File: src/hw/basic_timer_defs.svh
// Constants for the basic timer: offsets, bit fields, reset values and timing
`ifndef BASIC_TIMER_DEFS_SVH
`define BASIC_TIMER_DEFS_SVH

// Register indices and byte addresses (index times four)
`define BT_IDX_MODE 10'h0D8
`define BT_IDX_COUNT 10'h0D9
`define BT_IDX_STATUS 10'h0E0
`define BT_IDX_MASK 10'h0E1
`define BT_ADDR_W 12
`define BT_ADDR_MODE 12'h360
`define BT_ADDR_COUNT 12'h364
`define BT_ADDR_STATUS 12'h380
`define BT_ADDR_MASK 12'h384

// Mode register fields
`define BT_MODE_RTC_SEL 0
`define BT_MODE_SIB_GREEN 1
`define BT_MODE_SIB_FAST 2
`define BT_MODE_SIB2_FAST 3
`define BT_MODE_RATE_LO 4
`define BT_MODE_RATE_HI 6
`define BT_MODE_RUN 7

// Status and mask fields
`define BT_IRQ_OVF 0

// Reset values
`define BT_MODE_RST 8'h00
`define BT_COUNT_RST 8'h00
`define BT_STATUS_RST 8'h00
`define BT_MASK_RST 8'h00

// Counting constants
`define BT_COUNT_MAX 8'hFF
`define BT_COUNT_ONE 8'h01
`define BT_PRESCALE_FULL 8'hFF
`define BT_STEPS_PER_PERIOD 256

// RTC timing: half second overflow from a 32768 Hz source
`define BT_RTC_PERIOD_MS 500
`define BT_RTC_SRC_HZ 32768
`define BT_RTC_TICKS_PER_PERIOD (`BT_RTC_SRC_HZ * `BT_RTC_PERIOD_MS / 1000)
`define BT_RTC_TICKS_PER_STEP (`BT_RTC_TICKS_PER_PERIOD / `BT_STEPS_PER_PERIOD)
`define BT_RTC_DIV_W 14

`endif

File: src/hw/basic_timer_pkg.sv
// Types shared by the basic timer modules
package basic_timer_pkg;

  typedef enum logic [2:0] {
    SEL_NONE,
    SEL_MODE,
    SEL_COUNT,
    SEL_STATUS,
    SEL_MASK
  } reg_sel_t;

  typedef enum logic {
    SRC_PRESCALER,
    SRC_RTC
  } clk_src_t;

endpackage : basic_timer_pkg

File: src/hw/prescale_tick.sv
// Prescaler that turns the CPU clock into timer steps
`timescale 1ns/1ns
`include "basic_timer_defs.svh"

module prescale_tick (
  // Clock and reset
  input wire logic pclk,
  input wire logic presetn,
  input wire logic ce,
  // Control
  input wire logic run,
  input wire logic [2:0] rate,
  // Step strobe
  output logic tick
);

  logic [7:0] div_cnt;

  // Divisor minus one: 255 for code 0 down to 1 for code 7
  function automatic logic [7:0] rate_mask(input logic [2:0] code);
    rate_mask = `BT_PRESCALE_FULL >> code;
  endfunction : rate_mask

  always_ff @(posedge pclk or negedge presetn) begin
    if (!presetn) begin
      div_cnt <= `BT_COUNT_RST;
    end else if (ce) begin
      if (!run) begin
        div_cnt <= `BT_COUNT_RST;
      end else begin
        div_cnt <= div_cnt + `BT_COUNT_ONE;
      end
    end
  end

  assign tick = ce && run && ((div_cnt & rate_mask(rate)) == rate_mask(rate));

endmodule : prescale_tick

File: src/hw/rtc_step.sv
// Divider on the RTC source giving count steps and a fixed half second overflow
`timescale 1ns/1ns
`include "basic_timer_defs.svh"

module rtc_step (
  // Clock and reset
  input wire logic pclk,
  input wire logic presetn,
  input wire logic ce,
  // Control and source
  input wire logic run,
  input wire logic src_tick,
  // Strobes
  output logic step,
  output logic period_done
);

  localparam logic [`BT_RTC_DIV_W-1:0] STEP_MASK =
    `BT_RTC_DIV_W'(`BT_RTC_TICKS_PER_STEP - 1);
  localparam logic [`BT_RTC_DIV_W-1:0] PERIOD_LAST =
    `BT_RTC_DIV_W'(`BT_RTC_TICKS_PER_PERIOD - 1);
  localparam logic [`BT_RTC_DIV_W-1:0] DIV_ONE = `BT_RTC_DIV_W'(1);

  logic [`BT_RTC_DIV_W-1:0] div_cnt;
  logic advance;

  assign advance = ce && run && src_tick;

  always_ff @(posedge pclk or negedge presetn) begin
    if (!presetn) begin
      div_cnt <= '0;
    end else if (ce) begin
      if (!run) begin
        div_cnt <= '0;
      end else if (src_tick) begin
        div_cnt <= div_cnt + DIV_ONE;
      end
    end
  end

  assign step = advance && ((div_cnt & STEP_MASK) == STEP_MASK);
  assign period_done = advance && (div_cnt == PERIOD_LAST);

endmodule : rtc_step

File: src/hw/basic_timer.sv
// Basic 8-bit interval timer with RTC mode, APB registers and interrupt
//
// How it works
// - Counter runs up in 8 bits, wraps FF to 00, keeps counting; outside RTC mode the wrap raises overflow.
// - RTC mode overflows every half second regardless of the loaded count.
// - RTC mode ignores the prescaler rate field.
// - RTC exists only when built with the RTC option; else select is inert.
// - With the timer running, an overflow during green mode wakes the system.
// - Mode bit 0 picks prescaled CPU clock (0) or RTC source (1).
// - Mode bits 6..4 pick divisor 256 at code 0 halving to 2 at code 7.
// - Mode bit 7 stops (0) or runs (1) the counter.
// - Mode bit 1 enables green wake-up for the sibling timer/counter.
// - Mode bit 2 picks the sibling's internal clock: CPU or oscillator.
// - Mode bit 3 picks the second sibling's internal clock: CPU or oscillator.
// - Count register is 8-bit read/write; a write sets the running count.
// - A full period is 256 steps; outside RTC mode, preset P gives 256 minus P steps.
`timescale 1ns/1ns
`include "basic_timer_defs.svh"

module basic_timer #(
  parameter bit RTC_OPTION = 1'b1
) (
  // Clock, reset and clock enable
  input wire logic pclk,
  input wire logic presetn,
  input wire logic ce,
  // APB slave
  input wire logic psel,
  input wire logic penable,
  input wire logic pwrite,
  input wire logic [`BT_ADDR_W-1:0] paddr,
  input wire logic [31:0] pwdata,
  output logic [31:0] prdata,
  output logic pready,
  output logic pslverr,
  // RTC source strobe, one pclk cycle per source period
  input wire logic rtc_src_tick,
  // System power state
  input wire logic green_mode,
  // Interrupt and wake-up
  output logic irq,
  output logic wake_req,
  // Sibling timer controls
  output logic sibling_green_wake_en,
  output logic sibling_fast_clock_sel,
  output logic second_sibling_fast_clock_sel
);

  logic [7:0] timer0_mode_reg;
  logic [7:0] timer0_count_reg;
  logic [7:0] irq_status_reg;
  logic [7:0] irq_mask_reg;

  basic_timer_pkg::reg_sel_t sel;
  basic_timer_pkg::clk_src_t clk_src;

  logic setup_phase;
  logic wr_en;
  logic basic_timer_run;
  logic [2:0] basic_timer_prescale_sel;
  logic rtc_source_sel;
  logic pre_tick;
  logic rtc_tick_step;
  logic rtc_period;
  logic step;
  logic overflow;
  logic basic_timer_irq_flag;
  logic basic_timer_irq_enable;
  logic [7:0] next_count;
  logic [7:0] next_status;
  logic [31:0] next_rdata;

  // Register address decode
  function automatic basic_timer_pkg::reg_sel_t decode(input logic [`BT_ADDR_W-1:0] addr);
    if (addr == `BT_ADDR_MODE) begin
      decode = basic_timer_pkg::SEL_MODE;
    end else if (addr == `BT_ADDR_COUNT) begin
      decode = basic_timer_pkg::SEL_COUNT;
    end else if (addr == `BT_ADDR_STATUS) begin
      decode = basic_timer_pkg::SEL_STATUS;
    end else if (addr == `BT_ADDR_MASK) begin
      decode = basic_timer_pkg::SEL_MASK;
    end else begin
      decode = basic_timer_pkg::SEL_NONE;
    end
  endfunction : decode

  assign sel = decode(paddr);
  assign setup_phase = psel && !penable;
  assign wr_en = ce && psel && penable && pwrite;

  // Zero wait state slave; unmapped addresses answer with an error
  assign pready = 1'b1;
  assign pslverr = psel && penable && (sel == basic_timer_pkg::SEL_NONE);

  // Mode register fields
  assign basic_timer_run = timer0_mode_reg[`BT_MODE_RUN];
  assign basic_timer_prescale_sel = timer0_mode_reg[`BT_MODE_RATE_HI:`BT_MODE_RATE_LO];
  assign rtc_source_sel = timer0_mode_reg[`BT_MODE_RTC_SEL];
  assign sibling_green_wake_en = timer0_mode_reg[`BT_MODE_SIB_GREEN];
  assign sibling_fast_clock_sel = timer0_mode_reg[`BT_MODE_SIB_FAST];
  assign second_sibling_fast_clock_sel = timer0_mode_reg[`BT_MODE_SIB2_FAST];

  // Clock source choice; the RTC path exists only with the option built in
  assign clk_src = (RTC_OPTION && rtc_source_sel) ? basic_timer_pkg::SRC_RTC
                                                  : basic_timer_pkg::SRC_PRESCALER;

  // CPU clock prescaler, idle in RTC mode
  prescale_tick u_prescale (
    .pclk(pclk),
    .presetn(presetn),
    .ce(ce),
    .run(basic_timer_run && (clk_src == basic_timer_pkg::SRC_PRESCALER)),
    .rate(basic_timer_prescale_sel),
    .tick(pre_tick)
  );

  // RTC divider with its own half second period
  rtc_step u_rtc (
    .pclk(pclk),
    .presetn(presetn),
    .ce(ce),
    .run(basic_timer_run && (clk_src == basic_timer_pkg::SRC_RTC)),
    .src_tick(rtc_src_tick),
    .step(rtc_tick_step),
    .period_done(rtc_period)
  );

  // Step source and overflow detection
  always_comb begin
    if (clk_src == basic_timer_pkg::SRC_RTC) begin
      step = rtc_tick_step;
      overflow = basic_timer_run && rtc_period;
    end else begin
      step = pre_tick;
      overflow = basic_timer_run && pre_tick && (timer0_count_reg == `BT_COUNT_MAX);
    end
  end

  // Count update; a software write wins over a step
  always_comb begin
    next_count = timer0_count_reg;
    if (wr_en && (sel == basic_timer_pkg::SEL_COUNT)) begin
      next_count = pwdata[7:0];
    end else if (basic_timer_run && step) begin
      next_count = timer0_count_reg + `BT_COUNT_ONE;
    end
  end

  // Mode register
  always_ff @(posedge pclk or negedge presetn) begin
    if (!presetn) begin
      timer0_mode_reg <= `BT_MODE_RST;
    end else if (wr_en && (sel == basic_timer_pkg::SEL_MODE)) begin
      timer0_mode_reg <= pwdata[7:0];
    end
  end

  // Count register, held while stopped
  always_ff @(posedge pclk or negedge presetn) begin
    if (!presetn) begin
      timer0_count_reg <= `BT_COUNT_RST;
    end else if (ce) begin
      timer0_count_reg <= next_count;
    end
  end

  // Sticky status; a new overflow wins over a write-one clear
  always_comb begin
    next_status = irq_status_reg;
    if (wr_en && (sel == basic_timer_pkg::SEL_STATUS)) begin
      next_status = irq_status_reg & ~pwdata[7:0];
    end
    if (overflow) begin
      next_status[`BT_IRQ_OVF] = 1'b1;
    end
    next_status[7:1] = 7'h00;
  end

  always_ff @(posedge pclk or negedge presetn) begin
    if (!presetn) begin
      irq_status_reg <= `BT_STATUS_RST;
    end else if (ce) begin
      irq_status_reg <= next_status;
    end
  end

  // Interrupt mask
  always_ff @(posedge pclk or negedge presetn) begin
    if (!presetn) begin
      irq_mask_reg <= `BT_MASK_RST;
    end else if (wr_en && (sel == basic_timer_pkg::SEL_MASK)) begin
      irq_mask_reg <= {7'h00, pwdata[`BT_IRQ_OVF]};
    end
  end

  assign basic_timer_irq_flag = irq_status_reg[`BT_IRQ_OVF];
  assign basic_timer_irq_enable = irq_mask_reg[`BT_IRQ_OVF];

  // Level interrupt while an unmasked status bit stands
  always_ff @(posedge pclk or negedge presetn) begin
    if (!presetn) begin
      irq <= 1'b0;
    end else if (ce) begin
      irq <= |(next_status & irq_mask_reg) && basic_timer_irq_enable;
    end
  end

  // Wake-up pulse on an overflow in green mode
  always_ff @(posedge pclk or negedge presetn) begin
    if (!presetn) begin
      wake_req <= 1'b0;
    end else if (ce) begin
      wake_req <= overflow && green_mode && basic_timer_run;
    end
  end

  // Read data captured in the setup cycle
  always_comb begin
    next_rdata = 32'h00000000;
    case (sel)
      basic_timer_pkg::SEL_MODE: begin
        next_rdata = {24'h000000, timer0_mode_reg};
      end
      basic_timer_pkg::SEL_COUNT: begin
        next_rdata = {24'h000000, timer0_count_reg};
      end
      basic_timer_pkg::SEL_STATUS: begin
        next_rdata = {24'h000000, 7'h00, basic_timer_irq_flag};
      end
      basic_timer_pkg::SEL_MASK: begin
        next_rdata = {24'h000000, irq_mask_reg};
      end
      default: begin
        next_rdata = 32'h00000000;
      end
    endcase
  end

  always_ff @(posedge pclk or negedge presetn) begin
    if (!presetn) begin
      prdata <= 32'h00000000;
    end else if (ce && setup_phase && !pwrite) begin
      prdata <= next_rdata;
    end
  end

endmodule : basic_timer

File: config.mk
export PLATFORM = sky130hd
export DESIGN_NAME = basic_timer
export DESIGN_NICKNAME = d
export VERILOG_FILES = /design/src/hw/basic_timer_pkg.sv /design/src/hw/prescale_tick.sv /design/src/hw/rtc_step.sv /design/src/hw/basic_timer.sv
export VERILOG_INCLUDE_DIRS = /design/src /design/src/hw
export SDC_FILE = /design/constraint.sdc
export NUM_CORES = 1
export LEC_CHECK = 0
export BUFFER_PORTS_ARGS = -buffer_cell sky130_fd_sc_hd__buf_2
export CORE_MARGIN = 2
export CORE_UTILIZATION = 35
export DETAILED_ROUTE_END_ITERATION = 12
export PLACE_DENSITY = 0.57
export SLEW_MARGIN = 20
export SYNTH_ARGS = -nofsm -noshare
export SYNTH_HDL_FRONTEND = slang
export SYNTH_SLANG_ARGS = --single-unit
export TNS_END_PERCENT = 50
File: constraint.sdc
create_clock -name pclk -period 3.6 [get_ports pclk]
set_input_delay 0.54 -clock pclk [delete_from_list [all_inputs] [get_ports pclk]]
set_output_delay 0.54 -clock pclk [all_outputs]
set_load 0.005 [all_outputs]
## Word-level counts from Yosys, hierarchy flattened

Index checks and enable logic that the tools add are counted.

- Register bits: 74
- Input bits: 52
- Output and inout port bits: 39
- Logic and storage cells: 80

- Bitwise gates (word level): 5
- Eq/ne operators: 13
- Reductions and logical operators: 34
- Muxes and demuxes: 15
- Shift-type cells: 1
- Add/sub/neg operators: 3

Operators with widths:

| kind | count |
|---|---|
| == test 12 x 10 -> 1 bit (second input constant) | 4 |
| one-hot mux 8 bit (4 select lines) | 1 |
| two-way mux 14 bit | 2 |
| logical AND 1 bit | 27 |
| two-way mux 8 bit | 3 |
| adder 8 x 1 -> 8 bit (second input constant) | 2 |
| adder 14 x 1 -> 14 bit (second input constant) | 1 |
| == test 14 bit (second input constant) | 1 |
| two-way mux 3 bit | 4 |
| bitwise AND 8 bit | 1 |
| == test 8 bit | 1 |
| == test 8 bit (second input constant) | 1 |
| OR reduction 8 bit | 1 |
| right shift 8 x 3 -> 8 bit (first input constant) | 1 |
| == test 3 x 2 -> 1 bit (second input constant) | 2 |
| == test 6 bit (second input constant) | 1 |
| two-way mux 1 bit | 5 |
| AND reduction 2 bit | 2 |
| == test 3 x 1 -> 1 bit (second input constant) | 1 |
| == test 3 bit (second input constant) | 1 |
| zero test 3 bit | 1 |
| bitwise AND 1 bit | 2 |
| zero test 1 bit | 2 |
| != test 2 bit (second input constant) | 1 |
| other kinds (2) | 3 |

## Logic depth before layout (Yosys ltp)

- Word-level depth: 12
- Gate-level depth with buffers: 7
- Mapped depth without buffers: 6

## Cells and area by module

A second synthesis with hierarchy kept.

- Cells, all modules: 328
- Area, all modules: 3020.4 µm²

Modules (own cells, without submodules):

| module | sequential area each (µm²) | cells each | times used | area an instance (µm²) |
|---|---|---|---|---|
| basic_timer | 700.7 | 181 | 1 | 1686.6 |
| rtc_step | 350.3 | 92 | 1 | 832.0 |
| prescale_tick | 200.2 | 55 | 1 | 501.7 |

## Worst setup path after synthesis

OpenSTA, ideal clock, no wires.

- Path kind: input port to flip-flop
- Start: input paddr[1]
- End: register timer0_count_reg[3]
- Data required time: 3.478 ns
- Library setup time: 0.122 ns
- Path slack: 1.533 ns
- Arrival time: 1.945 ns
- Path buffers: 0
- Stages on the path: 5
- Path through: or4_1 > nor4_2 > nor3_1 > mux2i_1 > nand2_1

- Cells in the longest elaborated chain, start to end: 9
- Elaborated cells between the ends (all ways): 13
- Classes of those cells: eq/ne (5); mux (5); reduce/logical (3)

Ends and longest elaborated chain:

| item | RTL line | source |
|---|---|---|
| start, declared | basic_timer.sv:31 | `` input wire logic [`BT_ADDR_W-1:0] paddr, `` |
| == test 12 x 10 -> 1 bit (no source line) | - |  |
| two-way mux 3 bit | basic_timer.sv:81 | `` end else if (addr == `BT_ADDR_MASK) begin `` |
| two-way mux 3 bit | basic_timer.sv:79 | `` end else if (addr == `BT_ADDR_STATUS) begin `` |
| two-way mux 3 bit | basic_timer.sv:77 | `` end else if (addr == `BT_ADDR_COUNT) begin `` |
| two-way mux 3 bit (*) | basic_timer.sv:75 | `` if (addr == `BT_ADDR_MODE) begin `` |
| == test 3 x 2 -> 1 bit (*) | basic_timer.sv:143 | `if (wr_en && (sel == basic_timer_pkg::SEL_COUNT)) begin` |
| logical AND 1 bit (*) | basic_timer.sv:143 |  |
| nonzero test 2 bit (no source line) | - |  |
| AND reduction 2 bit (no source line) | - |  |
| end signal, assigned | basic_timer.sv:162 | `` timer0_count_reg <= `BT_COUNT_RST; `` |
| end signal, assigned | basic_timer.sv:164 | `timer0_count_reg <= next_count;` |
| end, declared | basic_timer.sv:50 | `logic [7:0] timer0_count_reg;` |

Mark *: on every way between the ends. The rest lies on a longest branch, timed or not.
A chain may end at the register's enable or synchronous reset.

## Worst setup path after layout

- Start: register timer0_mode_reg[7]
- End: register timer0_count_reg[7]

- Cells in the longest elaborated chain, start to end: 8
- Elaborated cells between the ends (all ways): 11
- Classes of those cells: mux (1); reduce/logical (10)

Ends and longest elaborated chain:

| item | RTL line | source |
|---|---|---|
| start, declared | basic_timer.sv:49 | `logic [7:0] timer0_mode_reg;` |
| start signal, assigned | basic_timer.sv:153 | `` timer0_mode_reg <= `BT_MODE_RST; `` |
| start signal, assigned | basic_timer.sv:155 | `timer0_mode_reg <= pwdata[7:0];` |
| logical AND 1 bit | basic_timer.sv:123 | `.run(basic_timer_run && (clk_src == basic_timer_pkg::SRC_RTC)),` |
| logical AND 1 bit (2 in a row) | rtc_step.sv:27 | `assign advance = ce && run && src_tick;` |
| logical AND 1 bit | rtc_step.sv:41 | `assign step = advance && ((div_cnt & STEP_MASK) == STEP_MASK);` |
| two-way mux 1 bit | basic_timer.sv:131 | `if (clk_src == basic_timer_pkg::SRC_RTC) begin` |
| logical AND 1 bit (*) | basic_timer.sv:145 | `end else if (basic_timer_run && step) begin` |
| nonzero test 2 bit (no source line) (*) | - |  |
| AND reduction 2 bit (no source line) (*) | - |  |

Marked as above.

==> impl_metrics.py <==
metrics = {
    "clock_network": {
        "cts.sinks": 50,
        "h-tree-depth": 2,
        "cts_made_buffers": 5,
        "path_clk_slew_ns": 0.09,
        "cts_buffer_depth": 2,
        "cts.hold.buffers_added": 0,
        "clk_latency_ns": 0.30,
        "cts_setup_buffers": 0,
        "ctsResizeCount": 0,
        "cts_tree": "done",
        "cts-root-buf": "clkbuf_8",
    },
    "sta": {
        "rsz0062_at_grt": "false",
        "clock.fmax_mhz": 408,
        "worst_pin_slew_ns": 0.863,
        "finalSetupViolations": 0,
        "fin_crit_sh_pct": 68.0,
        "fin_tns_setup_ns": 0,
        "report.final.slew_viol_count": 0,
        "min_period_ns": 2.45,
        "relSlewSlack_pct": 41.9,
        "fin_skew_ns": 0.00511,
        "hold_viol": 0,
        "setup_slack_ns": 1.15,
    },
    "cells_and_area": {
        "final_nets": 405,
        "largest_reg_flops": 14,
        "regMostFlops": "u_rtc.div_cnt",
        "drive_above_1_share_pct": 19.7,
        "final.fill_count": 843,
        "synthToLayoutAreaGrowth_pct": 11.0,
        "final_common_cell": "dfrtp_1",
        "final_core_util_pct": 39.6,
        "layout_common_cells": "50 x dfrtp_1, 41 x buf_2, 40 x o21ai_0",
        "diodes": 0,
    },
    "setup_path": {
        "path_class": "flop to flop",
        "r2r_cells": 5,
        "worst-path-stages": 5,
        "start_kind": "flop",
        "reg2reg_slack_ns": 1.15,
        "cp_num_buf_inv": 0,
        "cp-end-kind": "flop",
        "crit_path_cell_trace": "nand4_2, o31ai_2, o221ai_2, or4_1, a31oi_1",
        "worst-endpoint-required_ns": 3.83,
        "crit_family": "simple AND/OR/NAND/NOR gates",
        "cp.arrival_ns": 2.68,
        "crit_fanout": 16,
        "r2r_start": "timer0_mode_reg[7]",
        "r2r_end": "timer0_count_reg[7]",
        "max_stage_delay_ns": 0.57,
        "cp_slowest_cell": "or4_1",
    },
    "floorplan": {
        "num_rows": 33,
        "coreArea_mm2": 0.00809,
        "dieArea_mm2": 0.00900,
        "start_util_pct": 35.7,
        "io_pins": 91,
        "die_h_um": 94.9,
        "die_x_um": 94.9,
    },
    "pwr": {
        "leakage_nw": 1.54,
        "power_frac_clock_pct": 39.0,
        "internal_power_uw": 785,
        "vdd_ir_drop_max_v": 0.000169,
        "combinationalPowerShare_pct": 5.8,
        "total_power_mw": 1.02,
        "pwr-share-seq_pct": 55.3,
        "p_sw_share_pct": 22.7,
        "powerDensity_mw_per_mm2": 317,
        "p_sw_uw": 231,
    },
    "yosys": {
        "ys_seq_area_share_pct": 43.3,
        "synthMuxAreaShare_pct": 8.01,
        "yosys.area_share.adder_pct": 1.30,
        "syn-instance-count": 311,
        "synth-main-ff-cell": "dfrtp_1",
        "syn_area_per_cell_um2": 9.29,
        "synth_top_family_by_area": "simple AND/OR/NAND/NOR gates",
        "synth_warnings": 0,
        "synth_seq_cells": 50,
        "synth_compound_area_share_pct": 16.5,
        "async_flop_share_pct": 100,
        "synthXorXnorAreaFrac_pct": 1.21,
        "yosys.area_share.simple_pct": 20.5,
        "synth_edf_count": 0,
        "yosysUniqueCellTypes": 51,
        "synth_area_mm2": 0.00289,
    },
    "drt": {
        "drtAntennaViolNets": 0,
        "drc_errors": 0,
        "dr.pass1.iters": 4,
        "vias": 2303,
        "viasPerCell": 5.05,
        "routedWlPerCell_um": 13.4,
        "wirelength_um": 6090,
        "drt_iter0_drc": 125,
    },
    "global_route": {
        "grt_pass1_vias": 2090,
        "grt_pass1_wl_um": 10100,
        "grt_use_total_pct": 14.3,
        "grt-ovfl-total": 0,
        "grt_max_degree": 28,
        "antenna_found_initial": 0,
    },
    "hold_path": {
        "hold_path_class": "input port to async pin",
    },
    "place": {
        "portBuffers": 41,
        "hpwl_um": 4480,
        "place.gp.congestion": 0.771,
        "pre_cts_slack_ns": 0.877,
    },
    "job": {
        "drv_cap": 0,
    },
    "outcome": {
        "status": "completed",
    },
}
==> logic make-up (layout without fill, tap and decap cells) <==
| kind of cell | Yosys count | after routing |
|---|---|---|
| AND/OR/NAND/NOR | 112 | 112 |
| AO/OA/AOI/OAI | 76 | 76 |
| flip-flops | 50 | 50 |
| buffers and inverters | 42 | 59 |
| multiplexers | 22 | 22 |
| XOR/XNOR | 4 | 4 |
| adder cells (fa/ha/maj) | 3 | 3 |
| other | 2 | 25 |
==> per-stage QoR <==
| stage | cell area (µm²) | hold WS, ns | cells |
|---|---|---|---|
| after global routing | 3210 | 0.284 | 456 |
| final | 3210 | 0.231 | 456 |
| after global placement | 3100 | 0.456 | 448 |
| after floorplan | 2980 | 0.244 | 334 |
| after CTS | 3210 | 0.248 | 456 |
| after detailed placement | 3100 | 0.461 | 448 |
==> routing by layer <==
layer / vias up / track usage (%) / routed length (µm)
li1: 1150 / - / -
met1: 1089 / 20.5 / 3080
met4: 0 / 3.50 / 61
met2: 56 / 22.5 / 2670
met3: 8 / 2.55 / 277
met5: - / 0 / 0
==> Yosys cell counts (2+ instances only) <==
library cell  count  share of area [%]
or3_1             4               0.87
mux2i_1          13                4.5
nand2_1          34                4.4
or4_1             2               0.52
buf_4            25                6.5
nor3b_1           2               0.52
mux2_2            9                3.5
nor2b_1           3               0.65
clkbuf_1          7               0.91
nand2b_1          3               0.65
o21ai_1           5               0.87
and3_1            7                1.5
nand3_1          14                2.4
xor2_1            4                1.2
ha_1              3                1.3
nor3_1            3               0.52
conb_1            2               0.26
dfrtp_1          50                 43
a22o_1            2               0.61
o31ai_1           2               0.52
o21ai_0          40                6.9
nor2_1           22                2.9
a21oi_1           7                1.2
nand4_1           5                1.1
a31oi_1           8                1.7
inv_1             8                1.0
o2bb2ai_1         3               0.91
==> layout make-up <==
cell class                 count  area (µm²)  area share (%)
clock buffer                   5        68.8            2.15
tap                          105         131            4.10
clock inverter                 3        40.0            1.25
inverter                       8        30.0           0.936
timing repair buffer          43         220            6.86
multi-input combinational    242        1470            45.7
sequential                    50        1250            39.0
==> power groups by stage <==
| stage | registers (mW) | clock network, mW | logic (mW) |
|---|---|---|---|
| floorplan | 0.573 | 0 | 0.0427 |
| global placement | 0.573 | 0 | 0.0588 |
| detailed placement | 0.573 | 0 | 0.0595 |
| CTS | 0.562 | 0.404 | 0.0597 |
| global route | 0.562 | 0.421 | 0.0688 |
| finish | 0.561 | 0.396 | 0.0588 |
==> worst max-delay path by stage <==
stage                  startpoint             endpoint  slack [ns]
2_1_floorplan            paddr[1]  timer0_count_reg[3]        1.53
3_3_place_gp                   ce  timer0_count_reg[7]        0.88
3_5_place_dp                   ce  timer0_count_reg[7]        0.88
4_1_cts        timer0_mode_reg[7]  timer0_count_reg[7]        1.17
5_1_grt        timer0_mode_reg[7]  timer0_count_reg[7]        0.98
6_report       timer0_mode_reg[7]  timer0_count_reg[7]        1.15
(Power assumes the default switching activity.)
